### config.mk
export PLATFORM = sky130hd
export DESIGN_NAME = ifpf_top
export DESIGN_NICKNAME = d
export VERILOG_FILES = /design/src/core/ifpf_pkg.sv /design/src/core/ifpf_top.sv
export VERILOG_INCLUDE_DIRS = /design/src /design/src/core
export SDC_FILE = /design/constraint.sdc
export NUM_CORES = 1
export LEC_CHECK = 0
export ABC_AREA = 0
export BUFFER_PORTS_ARGS = -buffer_cell sky130_fd_sc_hd__buf_2
export CAP_MARGIN = 15
export CELL_PAD_IN_SITES_DETAIL_PLACEMENT = 2
export CELL_PAD_IN_SITES_GLOBAL_PLACEMENT = 2
export CORE_ASPECT_RATIO = 0.75
export CORE_MARGIN = 2
export CORE_UTILIZATION = 37
export DETAILED_ROUTE_END_ITERATION = 10
export GPL_TIMING_DRIVEN = 1
export HOLD_SLACK_MARGIN = 0.15
export PLACE_DENSITY = 0.95
export SLEW_MARGIN = 20
export SYNTH_ARGS = -nofsm -noshare
export SYNTH_HDL_FRONTEND = slang
export SYNTH_SLANG_ARGS = --single-unit
### constraint.sdc
create_clock -name pclk -period 7.7 [get_ports pclk]
set_input_delay 0.77 -clock pclk [delete_from_list [all_inputs] [get_ports pclk]]
set_output_delay 0.77 -clock pclk [all_outputs]
set_load 0.01 [all_outputs]
### src/core/ifpf_regs.svh
// Register map, field positions, reset values, limits and timing for the idle code packet field block
`ifndef IFPF_REGS_SVH
`define IFPF_REGS_SVH
// ----------------------------------------
// Register offsets (byte addresses)
// ----------------------------------------
`define IFPF_CTRL_OFS 12'h000
`define IFPF_MAXOCT_OFS 12'h004
`define IFPF_STATUS_OFS 12'h008
// ----------------------------------------
// Field positions
// ----------------------------------------
`define IFPF_CTRL_RATE_LSB 0
`define IFPF_CTRL_MULTI_BIT 2
`define IFPF_CTRL_STRIP_BIT 3
`define IFPF_CTRL_COLLECT_BIT 4
`define IFPF_CTRL_TXTYPE_LSB 8
`define IFPF_CTRL_IDLEUPD_BIT 31
`define IFPF_STAT_RXTYPE_LSB 0
`define IFPF_STAT_BUILDOUT_BIT 4
`define IFPF_STAT_IDLEPLAY_BIT 5
`define IFPF_STAT_OVERRUN_BIT 6
`define IFPF_STAT_FILL_LSB 8
// ----------------------------------------
// Reset values and limits
// ----------------------------------------
`define IFPF_MAXOCT_RST 9'd133
`define IFPF_TYPE_RST 4'hf
`define IFPF_INFO_LIMIT 9'd482
`define IFPF_OCT_MULT 9'd7
`define IFPF_ORDER_IDLE 1'b0
`define IFPF_EQ_ALWAYS 1'b1
// ----------------------------------------
// Idle background type codes
// ----------------------------------------
`define IFPF_T_ZERO 4'h8
`define IFPF_T_ONES 4'hf
`define IFPF_T_FE 4'he
`define IFPF_T_ABN 4'hd
`define IFPF_T_UNAS 4'hc
`define IFPF_T_SYNC 4'ha
`define IFPF_T_NOIDLE 4'h7
// ----------------------------------------
// Idle octets, bit 1 is the MSB
// ----------------------------------------
`define IFPF_P_ONES 8'hff
`define IFPF_P_ZERO 8'h00
`define IFPF_P_FE 8'hfe
`define IFPF_P_ABN 8'h9e
`define IFPF_P_UNAS 8'h98
`define IFPF_P_SYNC 8'h9a
`define IFPF_P_ZSUP 8'h80
`define IFPF_P_NOIDLE 8'h21
`define IFPF_P_SUBMASK 8'h7f
// ----------------------------------------
// Timing
// ----------------------------------------
`define IFPF_CLK_NS 100
`define IFPF_BIT_NS 15625
`define IFPF_BIT_CYC (`IFPF_BIT_NS / `IFPF_CLK_NS)
`endif

### src/core/ifpf_pkg.sv
// Types shared by the idle code packet field block
package ifpf_pkg;
  // ----------------------------------------
  // Modes and states
  // ----------------------------------------
  typedef enum logic [1:0] {
    RATE_64 = 2'h0,
    RATE_56 = 2'h1,
    RATE_SUB = 2'h2,
    RATE_SUB2 = 2'h3
  } ifpf_rate_type;

  typedef enum logic [1:0] {
    PLAY_DATA = 2'b01,
    PLAY_IDLE = 2'b10
  } ifpf_play_type;

  // ----------------------------------------
  // Carriers
  // ----------------------------------------
  typedef struct packed {
    logic [7:0] data;
    logic last;
    logic [2:0] valid_count;
  } ifpf_word_type;

  typedef struct packed {
    logic sync1;
    logic sync2;
    logic [15:0] div_cnt;
    ifpf_rate_type rate;
    logic multipoint;
    logic strip_ctrl;
    logic collect_en;
    logic [3:0] tx_type;
    logic [8:0] max_info_octets;
    logic overrun;
    logic [3:0] rx_type;
    logic rx_eq_flag;
    ifpf_play_type play_state;
    logic [7:0] play_sr;
    logic [2:0] play_cnt;
    logic [7:0] col_sr;
    logic [3:0] col_cnt;
    logic [2:0] ch_pos;
    logic [8:0] oct_cnt;
    logic was_collecting;
    logic idle_upd_pend;
    ifpf_word_type [1:0] mem;
    logic wr_ptr;
    logic rd_ptr;
    logic [1:0] fill;
    logic [31:0] prdata;
    logic pslverr;
  } ifpf_state_type;
endpackage

### src/core/ifpf_top.sv
// Idle code packet field block: idle playout, octet collection, padding and APB registers
`include "ifpf_regs.svh"

// Summary of operation
// (RL1) 64k and multipoint idle types map to octets
// (RL2) 56k and subrate failure and normal idle octets
// (RL3) Idle octet played out bit 1 first
// (RL4) Equalize flag always one, enables build-out
// (RL5) Pad unfinished final octet with ones
// (RL6) Valid count 001..111 is 1..7, 000 eight
// (RL7) Max information octets a multiple of seven
// (RL8) Information field never exceeds 482 octets
// (RL9) Max octets default 133, per rate 7/14/28
// (RL10) Octets ascending, bit 1 sent first
// (RL11) Earliest channel bit is earliest packet bit
// (RL12) Idle update: empty field, order number zero
// (RL13) Idle octet from last received background type
// (RL14) Control-kept flag cleared when last bit stripped
// (RL15) Repeat idle octet until packet data resumes
module ifpf_top #(
  parameter logic [15:0] CH_DIV = 16'(`IFPF_BIT_CYC) // Clocks per channel bit
) (
  input wire logic pclk, // APB clock, 10 MHz
  input wire logic presetn, // Asynchronous reset, active low
  input wire logic psel, // APB select
  input wire logic penable, // APB enable
  input wire logic pwrite, // APB direction
  input wire logic [11:0] paddr, // APB byte address
  input wire logic [31:0] pwdata, // APB write data
  output logic [31:0] prdata, // APB read data
  output logic pready, // APB ready
  output logic pslverr, // APB error
  input wire logic ch_rx_bit, // Channel serial data in
  output logic ch_tx_bit, // Channel serial data out
  output logic ch_bit_tick, // One-cycle channel bit strobe
  input wire logic rx_hdr_valid, // Received packet header strobe
  input wire logic [3:0] rx_idle_background_type, // Received background type
  input wire logic rx_delay_equalize_flag, // Received equalize flag
  input wire logic rx_valid, // Received information octet valid
  input wire logic [7:0] rx_data, // Received information octet
  output logic rx_ready, // Octet taken for playout
  output logic buildout_en, // Build-out delay handling enabled
  output ifpf_pkg::ifpf_word_type tx_word, // Collected information octet
  output logic tx_valid, // Collected octet valid
  input wire logic tx_ready, // Packet side accepts octet
  output logic tx_delay_equalize_flag, // Outgoing equalize flag
  output logic tx_ctrl_kept, // Outgoing control-bit-kept flag
  output logic [3:0] tx_idle_background_type, // Outgoing background type
  output logic idle_upd_valid, // Idle update packet request
  input wire logic idle_upd_ready, // Idle update packet accepted
  output logic idle_upd_order_zero // Order number of idle update
);
  import ifpf_pkg::*;

  ifpf_state_type st_r;
  ifpf_state_type st_nxt;
  logic tick;
  logic wr_acc;
  logic setup;
  logic push;
  logic pop;
  logic skip;
  logic oct_done;
  logic pad_done;
  logic [3:0] cnt_inc;
  logic [7:0] col_shift;
  logic [8:0] max_w;
  ifpf_word_type new_word;

  // ----------------------------------------
  // Idle octet lookup
  // ----------------------------------------
  function automatic logic [7:0] idle_octet(input ifpf_rate_type rate, input logic multi, input logic [3:0] t);
    logic [7:0] p;
    p = `IFPF_P_ONES;
    if (t == `IFPF_T_ZERO && rate == RATE_64) begin
      p = `IFPF_P_ZERO; // RL1
    end else if (multi) begin
      p = (t == `IFPF_T_FE) ? `IFPF_P_FE : `IFPF_P_ONES; // RL1
    end else if (t == `IFPF_T_NOIDLE) begin
      p = `IFPF_P_NOIDLE;
    end else begin
      case (t)
        `IFPF_T_FE: p = `IFPF_P_FE; // RL1
        `IFPF_T_ABN: p = `IFPF_P_ABN; // RL2
        `IFPF_T_UNAS: p = `IFPF_P_UNAS; // RL2
        `IFPF_T_SYNC: p = `IFPF_P_SYNC; // RL2
        `IFPF_T_ZERO: p = `IFPF_P_ZSUP; // RL2
        default: p = `IFPF_P_ONES;
      endcase
      // Subrate patterns are the 56k ones with bit 1 cleared
      if (rate == RATE_SUB || rate == RATE_SUB2) begin
        p = p & `IFPF_P_SUBMASK; // RL2
      end
    end
    return p;
  endfunction

  // ----------------------------------------
  // Combinational helpers
  // ----------------------------------------
  assign tick = (st_r.div_cnt == 16'h0000);
  assign setup = psel && !penable;
  assign wr_acc = psel && penable && pwrite;
  assign max_w = pwdata[8:0];
  // Last channel bit of each octet is dropped when stripping is on
  assign skip = st_r.strip_ctrl && (st_r.ch_pos == 3'h7); // RL14
  assign cnt_inc = st_r.col_cnt + 4'h1;
  assign oct_done = tick && st_r.collect_en && !skip && (cnt_inc == 4'h8);
  assign pad_done = st_r.was_collecting && !st_r.collect_en && (st_r.col_cnt != 4'h0);
  // Earliest bit ends in the MSB, which goes out first on the packet side
  assign col_shift = {st_r.col_sr[6:0], st_r.sync2}; // RL11 RL10
  assign push = oct_done || pad_done;
  assign pop = tx_ready && (st_r.fill != 2'h0);

  // Octet to queue: full octet, or a partial one padded with ones
  always_comb begin
    new_word.data = col_shift;
    new_word.valid_count = 3'h0; // RL6
    new_word.last = ((st_r.oct_cnt + 9'h001) == st_r.max_info_octets);
    if (pad_done) begin
      new_word.data = (st_r.col_sr << (4'h8 - st_r.col_cnt)) | (8'hff >> st_r.col_cnt); // RL5
      new_word.valid_count = st_r.col_cnt[2:0]; // RL6
      new_word.last = 1'b1;
    end
  end

  // ----------------------------------------
  // Next-state logic
  // ----------------------------------------
  always_comb begin
    st_nxt = st_r;
    st_nxt.sync1 = ch_rx_bit;
    st_nxt.sync2 = st_r.sync1;
    st_nxt.div_cnt = tick ? (CH_DIV - 16'h0001) : (st_r.div_cnt - 16'h0001);
    st_nxt.was_collecting = st_r.collect_en;

    // Header fields from the last received packet: the type picks the idle octet, the flag sets build-out
    if (rx_hdr_valid) begin
      st_nxt.rx_type = rx_idle_background_type; // RL13
      st_nxt.rx_eq_flag = rx_delay_equalize_flag; // RL4
    end

    // Playout: shift MSB first, reload after bit 8
    if (tick) begin
      st_nxt.play_sr = {st_r.play_sr[6:0], 1'b1}; // RL3
      st_nxt.play_cnt = st_r.play_cnt + 3'h1;
      if (st_r.play_cnt == 3'h7) begin
        if (rx_valid) begin
          st_nxt.play_sr = rx_data;
          st_nxt.play_state = PLAY_DATA;
        end else begin
          // Keeps repeating while no data arrives
          st_nxt.play_sr = idle_octet(st_r.rate, st_r.multipoint, st_r.rx_type); // RL13 RL15
          st_nxt.play_state = PLAY_IDLE;
        end
      end
    end

    // Collector: gather channel bits into octets
    if (tick && st_r.collect_en) begin
      st_nxt.ch_pos = st_r.ch_pos + 3'h1;
      if (!skip) begin
        st_nxt.col_sr = col_shift;
        st_nxt.col_cnt = oct_done ? 4'h0 : cnt_inc;
      end
    end
    if (pad_done) begin
      st_nxt.col_cnt = 4'h0;
      st_nxt.ch_pos = 3'h0;
    end
    if (push) begin
      // Packet boundary at the configured octet count
      st_nxt.oct_cnt = new_word.last ? 9'h000 : (st_r.oct_cnt + 9'h001); // RL7 RL8
    end

    // Two-entry buffer; a full buffer drops the word and flags it
    if (pop) begin
      st_nxt.rd_ptr = ~st_r.rd_ptr;
    end
    if (push && (st_r.fill != 2'h2 || pop)) begin
      st_nxt.mem[st_r.wr_ptr] = new_word;
      st_nxt.wr_ptr = ~st_r.wr_ptr;
    end
    if (push && st_r.fill == 2'h2 && !pop) begin
      st_nxt.fill = st_r.fill;
    end else begin
      st_nxt.fill = st_r.fill + {1'b0, push} - {1'b0, pop};
    end

    // Idle update request clears on acceptance
    if (idle_upd_ready) begin
      st_nxt.idle_upd_pend = 1'b0;
    end

    // ----------------------------------------
    // APB register access
    // ----------------------------------------
    st_nxt.pslverr = 1'b0;
    if (setup) begin
      st_nxt.prdata = 32'h0000_0000;
      case (paddr)
        `IFPF_CTRL_OFS: begin
          st_nxt.prdata[`IFPF_CTRL_RATE_LSB +: 2] = st_r.rate;
          st_nxt.prdata[`IFPF_CTRL_MULTI_BIT] = st_r.multipoint;
          st_nxt.prdata[`IFPF_CTRL_STRIP_BIT] = st_r.strip_ctrl;
          st_nxt.prdata[`IFPF_CTRL_COLLECT_BIT] = st_r.collect_en;
          st_nxt.prdata[`IFPF_CTRL_TXTYPE_LSB +: 4] = st_r.tx_type;
        end
        `IFPF_MAXOCT_OFS: st_nxt.prdata[8:0] = st_r.max_info_octets;
        `IFPF_STATUS_OFS: begin
          st_nxt.prdata[`IFPF_STAT_RXTYPE_LSB +: 4] = st_r.rx_type;
          st_nxt.prdata[`IFPF_STAT_BUILDOUT_BIT] = st_r.rx_eq_flag;
          st_nxt.prdata[`IFPF_STAT_IDLEPLAY_BIT] = (st_r.play_state == PLAY_IDLE);
          st_nxt.prdata[`IFPF_STAT_OVERRUN_BIT] = st_r.overrun;
          st_nxt.prdata[`IFPF_STAT_FILL_LSB +: 2] = st_r.fill;
        end
        default: st_nxt.pslverr = 1'b1;
      endcase
      // A bad octet count is refused at setup so the error shows in access
      if (pwrite && paddr == `IFPF_MAXOCT_OFS) begin
        if (max_w == 9'h000 || max_w > `IFPF_INFO_LIMIT || (max_w % `IFPF_OCT_MULT) != 9'h000) begin
          st_nxt.pslverr = 1'b1; // RL7 RL8
        end
      end
    end else if (psel && penable) begin
      st_nxt.pslverr = st_r.pslverr;
    end
    if (wr_acc && !st_r.pslverr) begin
      case (paddr)
        `IFPF_CTRL_OFS: begin
          st_nxt.rate = ifpf_rate_type'(pwdata[`IFPF_CTRL_RATE_LSB +: 2]);
          st_nxt.multipoint = pwdata[`IFPF_CTRL_MULTI_BIT];
          st_nxt.strip_ctrl = pwdata[`IFPF_CTRL_STRIP_BIT];
          st_nxt.collect_en = pwdata[`IFPF_CTRL_COLLECT_BIT];
          st_nxt.tx_type = pwdata[`IFPF_CTRL_TXTYPE_LSB +: 4];
          if (pwdata[`IFPF_CTRL_IDLEUPD_BIT]) begin
            st_nxt.idle_upd_pend = 1'b1;
          end
        end
        `IFPF_MAXOCT_OFS: st_nxt.max_info_octets = max_w; // RL7 RL9
        `IFPF_STATUS_OFS: begin
          if (pwdata[`IFPF_STAT_OVERRUN_BIT]) begin
            st_nxt.overrun = 1'b0;
          end
        end
        default: st_nxt.overrun = st_r.overrun;
      endcase
    end
    // Overrun set wins over a clear in the same cycle
    if (push && st_r.fill == 2'h2 && !pop) begin
      st_nxt.overrun = 1'b1;
    end
  end

  // ----------------------------------------
  // State register
  // ----------------------------------------
  always_ff @(posedge pclk or negedge presetn) begin
    if (!presetn) begin
      st_r <= '0;
      st_r.sync1 <= 1'b1;
      st_r.sync2 <= 1'b1;
      st_r.rate <= RATE_64;
      st_r.max_info_octets <= `IFPF_MAXOCT_RST; // RL9
      st_r.tx_type <= `IFPF_TYPE_RST;
      st_r.rx_type <= `IFPF_TYPE_RST;
      st_r.rx_eq_flag <= `IFPF_EQ_ALWAYS;
      st_r.play_state <= PLAY_IDLE;
      st_r.play_sr <= `IFPF_P_ONES;
    end else begin
      st_r <= st_nxt;
    end
  end

  // ----------------------------------------
  // Outputs
  // ----------------------------------------
  assign prdata = st_r.prdata;
  assign pready = 1'b1;
  assign pslverr = st_r.pslverr && psel && penable;
  assign ch_tx_bit = st_r.play_sr[7]; // RL3
  assign ch_bit_tick = tick;
  assign rx_ready = tick && (st_r.play_cnt == 3'h7) && rx_valid;
  assign buildout_en = st_r.rx_eq_flag; // RL4
  assign tx_word = st_r.mem[st_r.rd_ptr];
  assign tx_valid = (st_r.fill != 2'h0);
  assign tx_delay_equalize_flag = `IFPF_EQ_ALWAYS; // RL4
  assign tx_ctrl_kept = ~st_r.strip_ctrl; // RL14
  assign tx_idle_background_type = st_r.tx_type;
  assign idle_upd_valid = st_r.idle_upd_pend; // RL12
  assign idle_upd_order_zero = `IFPF_ORDER_IDLE; // RL12
endmodule // ifpf_top

## Word level (Yosys, flattened, before mapping)

Cells that the tools add are included.

- Register bits: 122
- Bits of input ports: 67
- Word-level logic and storage cells: 159

- Add/subtract/negate cells: 8
- Divide/modulo/power cells: 1
- Magnitude comparators: 4
- Eq/ne operators: 19
- Shift-type cells: 2
- Mux-type cells: 39
- Bitwise operators: 5
- Reduce and logical (&&, ||, !) cells: 49

Operators with widths:

| cell | number |
|---|---|
| $mux 12 | 4 |
| $mux 8 | 5 |
| $pmux 7 s5 | 1 |
| $bwmux 24 | 1 |
| $eq 4x4->1 const B | 6 |
| $logic_and 1x1->1 | 21 |
| $logic_not 16->1 | 1 |
| $mux 16 | 1 |
| $sub 16x1->16 const B | 1 |
| $mux 1 | 15 |
| $pmux 5 s3 | 1 |
| $mux 7 | 2 |
| $demux 12 s1 | 1 |
| $eq 12x3->1 const B | 1 |
| $eq 12x4->1 const B | 1 |
| $logic_not 12->1 | 1 |
| $mux 10 | 1 |
| $reduce_and 2->1 | 5 |
| $reduce_bool 2->1 | 5 |
| $add 9x1->9 const B | 1 |
| $eq 9x9->1 | 1 |
| $gt 9x9->1 const B | 1 |
| $logic_not 9->1 | 1 |
| $mod 9x3->9 const B | 1 |
| 29 further kinds | 48 |

## Depth between registers and ports, before layout

- Depth in word-level cells: 10
- Gate-level depth with buffers: 18
- Depth with buffers taken out: 15

## Worst setup path after synthesis

OpenSTA, ideal clock, no wires.

- Path kind: input port to flip-flop
- Start: input pwdata[7]
- End: register st_r[0] (netlist name)
- Arrival time: 3.343 ns
- Slack: 4.224 ns
- Stages on the path: 14
- Cells stage by stage: buf_2 -> buf_2 -> a221oi_1 -> o221ai_1 -> and2_1 -> a21o_1 -> ha_1 -> clkbuf_1 -> nor2_1 -> mux2i_1 -> a211o_1 -> and3_1 -> o41ai_1 -> a21oi_1

- Cells in the longest elaborated chain, start to end: 6
- Elaborated cells between the ends (all ways): 9
- Those cells by class: 1 x div; 1 x order compare; 3 x mux; 4 x reduce/logical

RTL lines:

| element | line | RTL |
|---|---|---|
| start, declared | ifpf_top.sv:29 | `input wire logic [31:0] pwdata,` |
| $mod 9x3->9 (no source line), or another cell as far along | - |  |
| $reduce_bool 9->1 or $logic_or 1x1->1 (tied branches) | - |  |
| $logic_or 1x1->1 * | ifpf_top.sv:222 | `` if (max_w == 9'h000 \|\| max_w > `IFPF_INFO_LIMIT \|\| (max_w % `IFPF_OCT_MULT) != 9'h000) begin `` |
| $mux 1 * | ifpf_top.sv:222 |  |
| $mux 1 * | ifpf_top.sv:221 | `` if (pwrite && paddr == `IFPF_MAXOCT_OFS) begin `` |
| $mux 1 * | ifpf_top.sv:200 | `if (setup) begin` |
| end signal, assigned | ifpf_top.sv:272 | `st_r <= st_nxt;` |
| end, declared | ifpf_top.sv:55 | `ifpf_state_type st_r;` |

Every way passes the cells marked *; elsewhere a longest branch is shown, timed or not.
A chain may end at the register's enable or synchronous reset.

## Worst setup path in the final report

- Start: register st_r[134] (netlist name)
- End: register st_r[57] (netlist name)

- Cells in the longest elaborated chain, start to end: 6

RTL lines:

| element | line | RTL |
|---|---|---|
| $logic_not 16->1 | ifpf_top.sv:102 | `assign tick = (st_r.div_cnt == 16'h0000);` |
| $logic_and 1x1->1 (3 in a row) | ifpf_top.sv:109 | `assign oct_done = tick && st_r.collect_en && !skip && (cnt_inc == 4'h8);` |
| $logic_or 1x1->1 | ifpf_top.sv:113 | `assign push = oct_done \|\| pad_done;` |
| $logic_and 1x1->1 | ifpf_top.sv:181 | `if (push && (st_r.fill != 2'h2 \|\| pop)) begin` |

No other way between the ends.

==> flow_summary.json <==
{
  "status": "complete, no violations",
  "ys_warn_count": 0,
  "clk_pin_slew_worst_paths_ns": 0.06,
  "gp_congestion": 0.819,
  "hold_viol_final": 0,
  "switchingPower_mw": 0.463,
  "diodes": 0,
  "r2r-start": "st_r[134]$_DFF_PN0_",
  "io_buffers": 83,
  "netSwitchingFraction": 0.274,
  "critPathMaxStageDelay_ns": 0.50,
  "wl_met2_microns": 12400,
  "root_buffer": "clkbuf_16",
  "grt_pass1_wl_microns": 40200,
  "rr_endpoint": "st_r[57]$_DFFE_PN0P_",
  "synth_area_leader_cell": "dfrtp_1",
  "synth_seq_area_share": 0.420,
  "avgSynthCellArea_sq_um": 9.01,
  "synth_area_leaders": "dfrtp_1 34%, dfstp_2 8.2%, nand2_1 7.0%, mux2_2 6.4%, buf_4 4.0%",
  "antenna_found_initial": 0,
  "clk_path_buf_depth": 2,
  "cts_tree": "built",
  "p_int_mw": 1.23,
  "setup_violations": 0,
  "synth_top_family_by_area": "simple AND/OR/NAND/NOR gates",
  "avgViaCountPerCell": 5.64,
  "start_util": 0.379,
  "synth-seq-cells": 122,
  "synthMuxAreaShare": 0.0920,
  "relSlewSlack": 0.319,
  "path_common_cell": "nand2_1",
  "p_per_area_nw_per_um2": 204,
  "start_kind": "register",
  "syn_area_sq_um": 7340,
  "path_max_fanout": 21,
  "rr_worst_depth": 11,
  "ys.flop_type": "dfrtp_1",
  "cts_setup_buffers": 0,
  "drive_gt1_frac": 0.228,
  "cp_cell_sequence": "nor3_1, nand2_1, nor2_1, nand2_1, inv_2, and3_1, a21oi_1, buf_4, a21oi_1, nand2_1, mux2_2",
  "first_iter_violations": 371,
  "synth-async-reset-ratio": 1.00,
  "grt_usage": 0.245,
  "synth-simple-area-share": 0.182,
  "grt_pass1_vias": 7055,
  "gr-total-overflow": 0,
  "io_pins": 126,
  "rrSetupSlack_ns": 3.27,
  "synth_top_area_frac": 0.337,
  "seq_power_share": 0.406,
  "tns_ns": 0,
  "post-route-period-util": 0.576,
  "dr.pass1.iters": 4,
  "fin_area_sq_um": 8290,
  "min_from": "st_nxt[140]$_DFF_PN1_",
  "endpoint": "st_r[57]$_DFFE_PN0P_",
  "wl_per_cell_microns": 22.2,
  "syn_inst": 815,
  "cts_resized": 0,
  "die_x_microns": 167,
  "crit_start": "st_r[134]$_DFF_PN0_",
  "synthAdderAreaFrac": 0.0317,
  "combPwrFrac": 0.131,
  "syn_to_final_growth_pct": 12.8,
  "core_area_sq_um": 19400,
  "final_cell_mix": "137 x nand2_1, 99 x dfrtp_1, 82 x buf_2",
  "synth_edf_count": 0,
  "slowest_stage": "and3_1",
  "nets": 945,
  "drt_drc_violations_left": 0,
  "cap_violations": 0,
  "min_period_ns": 4.43,
  "p_leak_nw": 3.92,
  "post-route-util": 0.428,
  "dp_hpwl_microns": 16600,
  "worst_pin_slew_ns": 1.02,
  "synth-xor-area-share": 0.0334,
  "cts_buffers": 17,
  "ant_nets": 0,
  "clock_latency_ns": 0.43,
  "h-tree-depth": 4,
  "nFillCells": 2127,
  "dpl_cell_area_sq_um": 7720,
  "worstPathRequired_ns": 8.01,
  "fin_skew_ns": 0.0119,
  "top_layer_used": "met4",
  "layout_commonest_cell": "nand2_1",
  "fmax_mhz": 226,
  "place_ws_ns": 3.42,
  "synth_compound_area_frac": 0.161,
  "setup_ws_ns": 3.27,
  "yosys.cell_types.count": 68,
  "cts.sinks": 122,
  "hp-class": "reg2reg",
  "postCtsHoldBufs": 0,
  "dieArea_sq_um": 21000,
  "wirelength_microns": 25000,
  "grt_start_max_net_pins": 76,
  "wl_met3_microns": 1130,
  "slew_violations": 0,
  "wl_met1_microns": 11000,
  "die_h_microns": 126,
  "rsz0062_at_grt": "no",
  "clkPwrFrac": 0.463,
  "cp.arrival_ns": 4.74,
  "vias": 6354,
  "rows": 44,
  "endpoint_kind": "register",
  "critPathKind": "reg2reg",
  "ir_worst_vdd_mv": 0.107
}
==> cell usage after synthesis, drive strengths merged (10+ instances only) <==
master    n
nand2   137
o31ai    17
buf      54
dfstp    23
a21oi    36
mux2i    18
nor2     54
or3      10
nand3    22
a211oi   10
dfrtp    99
o21ai    58
inv      25
xnor2    13
nor3     13
xor2     15
mux2     42
clkbuf   28
ha       17
==> worst max-delay path: cells and delay by family, from the launching register on <==
kind	cells	cell delay, ns
AOI/OAI and AO/OA	2	0.46
buffers and inverters	2	0.74
muxes	1	0.44
and+or+nand+nor	6	2.22
DFF	1	0.42
==> final cells by class <==
class	instances	area (sq um)	area share
clock buffer	24	492	0.0593
clock inverter	8	70.1	0.00846
inverter	26	97.6	0.0118
multi-input combinational	606	3770	0.455
sequential	122	3080	0.372
tap	253	317	0.0382
timing repair buffer	88	455	0.0550
==> cells by family after synthesis <==
kind of cell	Yosys count
other	2
adder cells (fa/ha/maj)	19
XOR/XNOR	28
multiplexers	61
AO/OA/AOI/OAI	183
AND/OR/NAND/NOR	292
buffers and inverters	108
flip-flops	122
==> power by group through the flow <==
| stage | combinational [mW] | sequential, mW | clock [mW] |
|---|---|---|---|
| 2_1_floorplan | 0.161 | 0.679 | 0 |
| 3_3_place_gp | 0.207 | 0.694 | 0 |
| 3_5_place_dp | 0.218 | 0.697 | 0 |
| 4_1_cts | 0.222 | 0.686 | 0.799 |
| 5_1_grt | 0.245 | 0.688 | 0.824 |
| 6_report | 0.220 | 0.686 | 0.783 |
==> per-stage QoR <==
| step | instances | hold slack, ns | power [mW] |
|---|---|---|---|
| final | 1127 | 0.355 | 1.69 |
| after global routing | 1127 | 0.358 | 1.76 |
| after global placement | 1095 | 0.347 | 0.901 |
| after floorplan | 836 | 0.345 | 0.840 |
| after CTS | 1127 | 0.355 | 1.71 |
| after detailed placement | 1095 | 0.347 | 0.914 |
==> state kept, by name, indices dropped and copies added, names as in the netlist <==
name                     flops
buildout_en                  1
ch_tx_bit                    1
col_shift                    8
idle_upd_valid               1
prdata                      12
st_nxt                       2
st_r                        93
tx_idle_background_type      4
==> per-layer routing <==
layer / global-route usage / vias to the layer above
met4: 0.0801 / 0
met3: 0.0528 / 37
met1: 0.312 / 3275
met2: 0.416 / 149
met5: 0 / -
li1: - / 2893
==> how the worst min path moves through the flow <==
stage	cells after the start	slack [ns]	endpoint
5_1_grt	0	0.36	col_shift[0]$_DFF_PN1_
3_5_place_dp	0	0.35	col_shift[0]$_DFF_PN1_
4_1_cts	0	0.35	col_shift[0]$_DFF_PN1_
2_1_floorplan	0	0.35	col_shift[0]$_DFF_PN1_
6_report	0	0.35	col_shift[0]$_DFF_PN1_
3_3_place_gp	0	0.35	col_shift[0]$_DFF_PN1_
No activity file was read; power rests on OpenSTA's default activity.
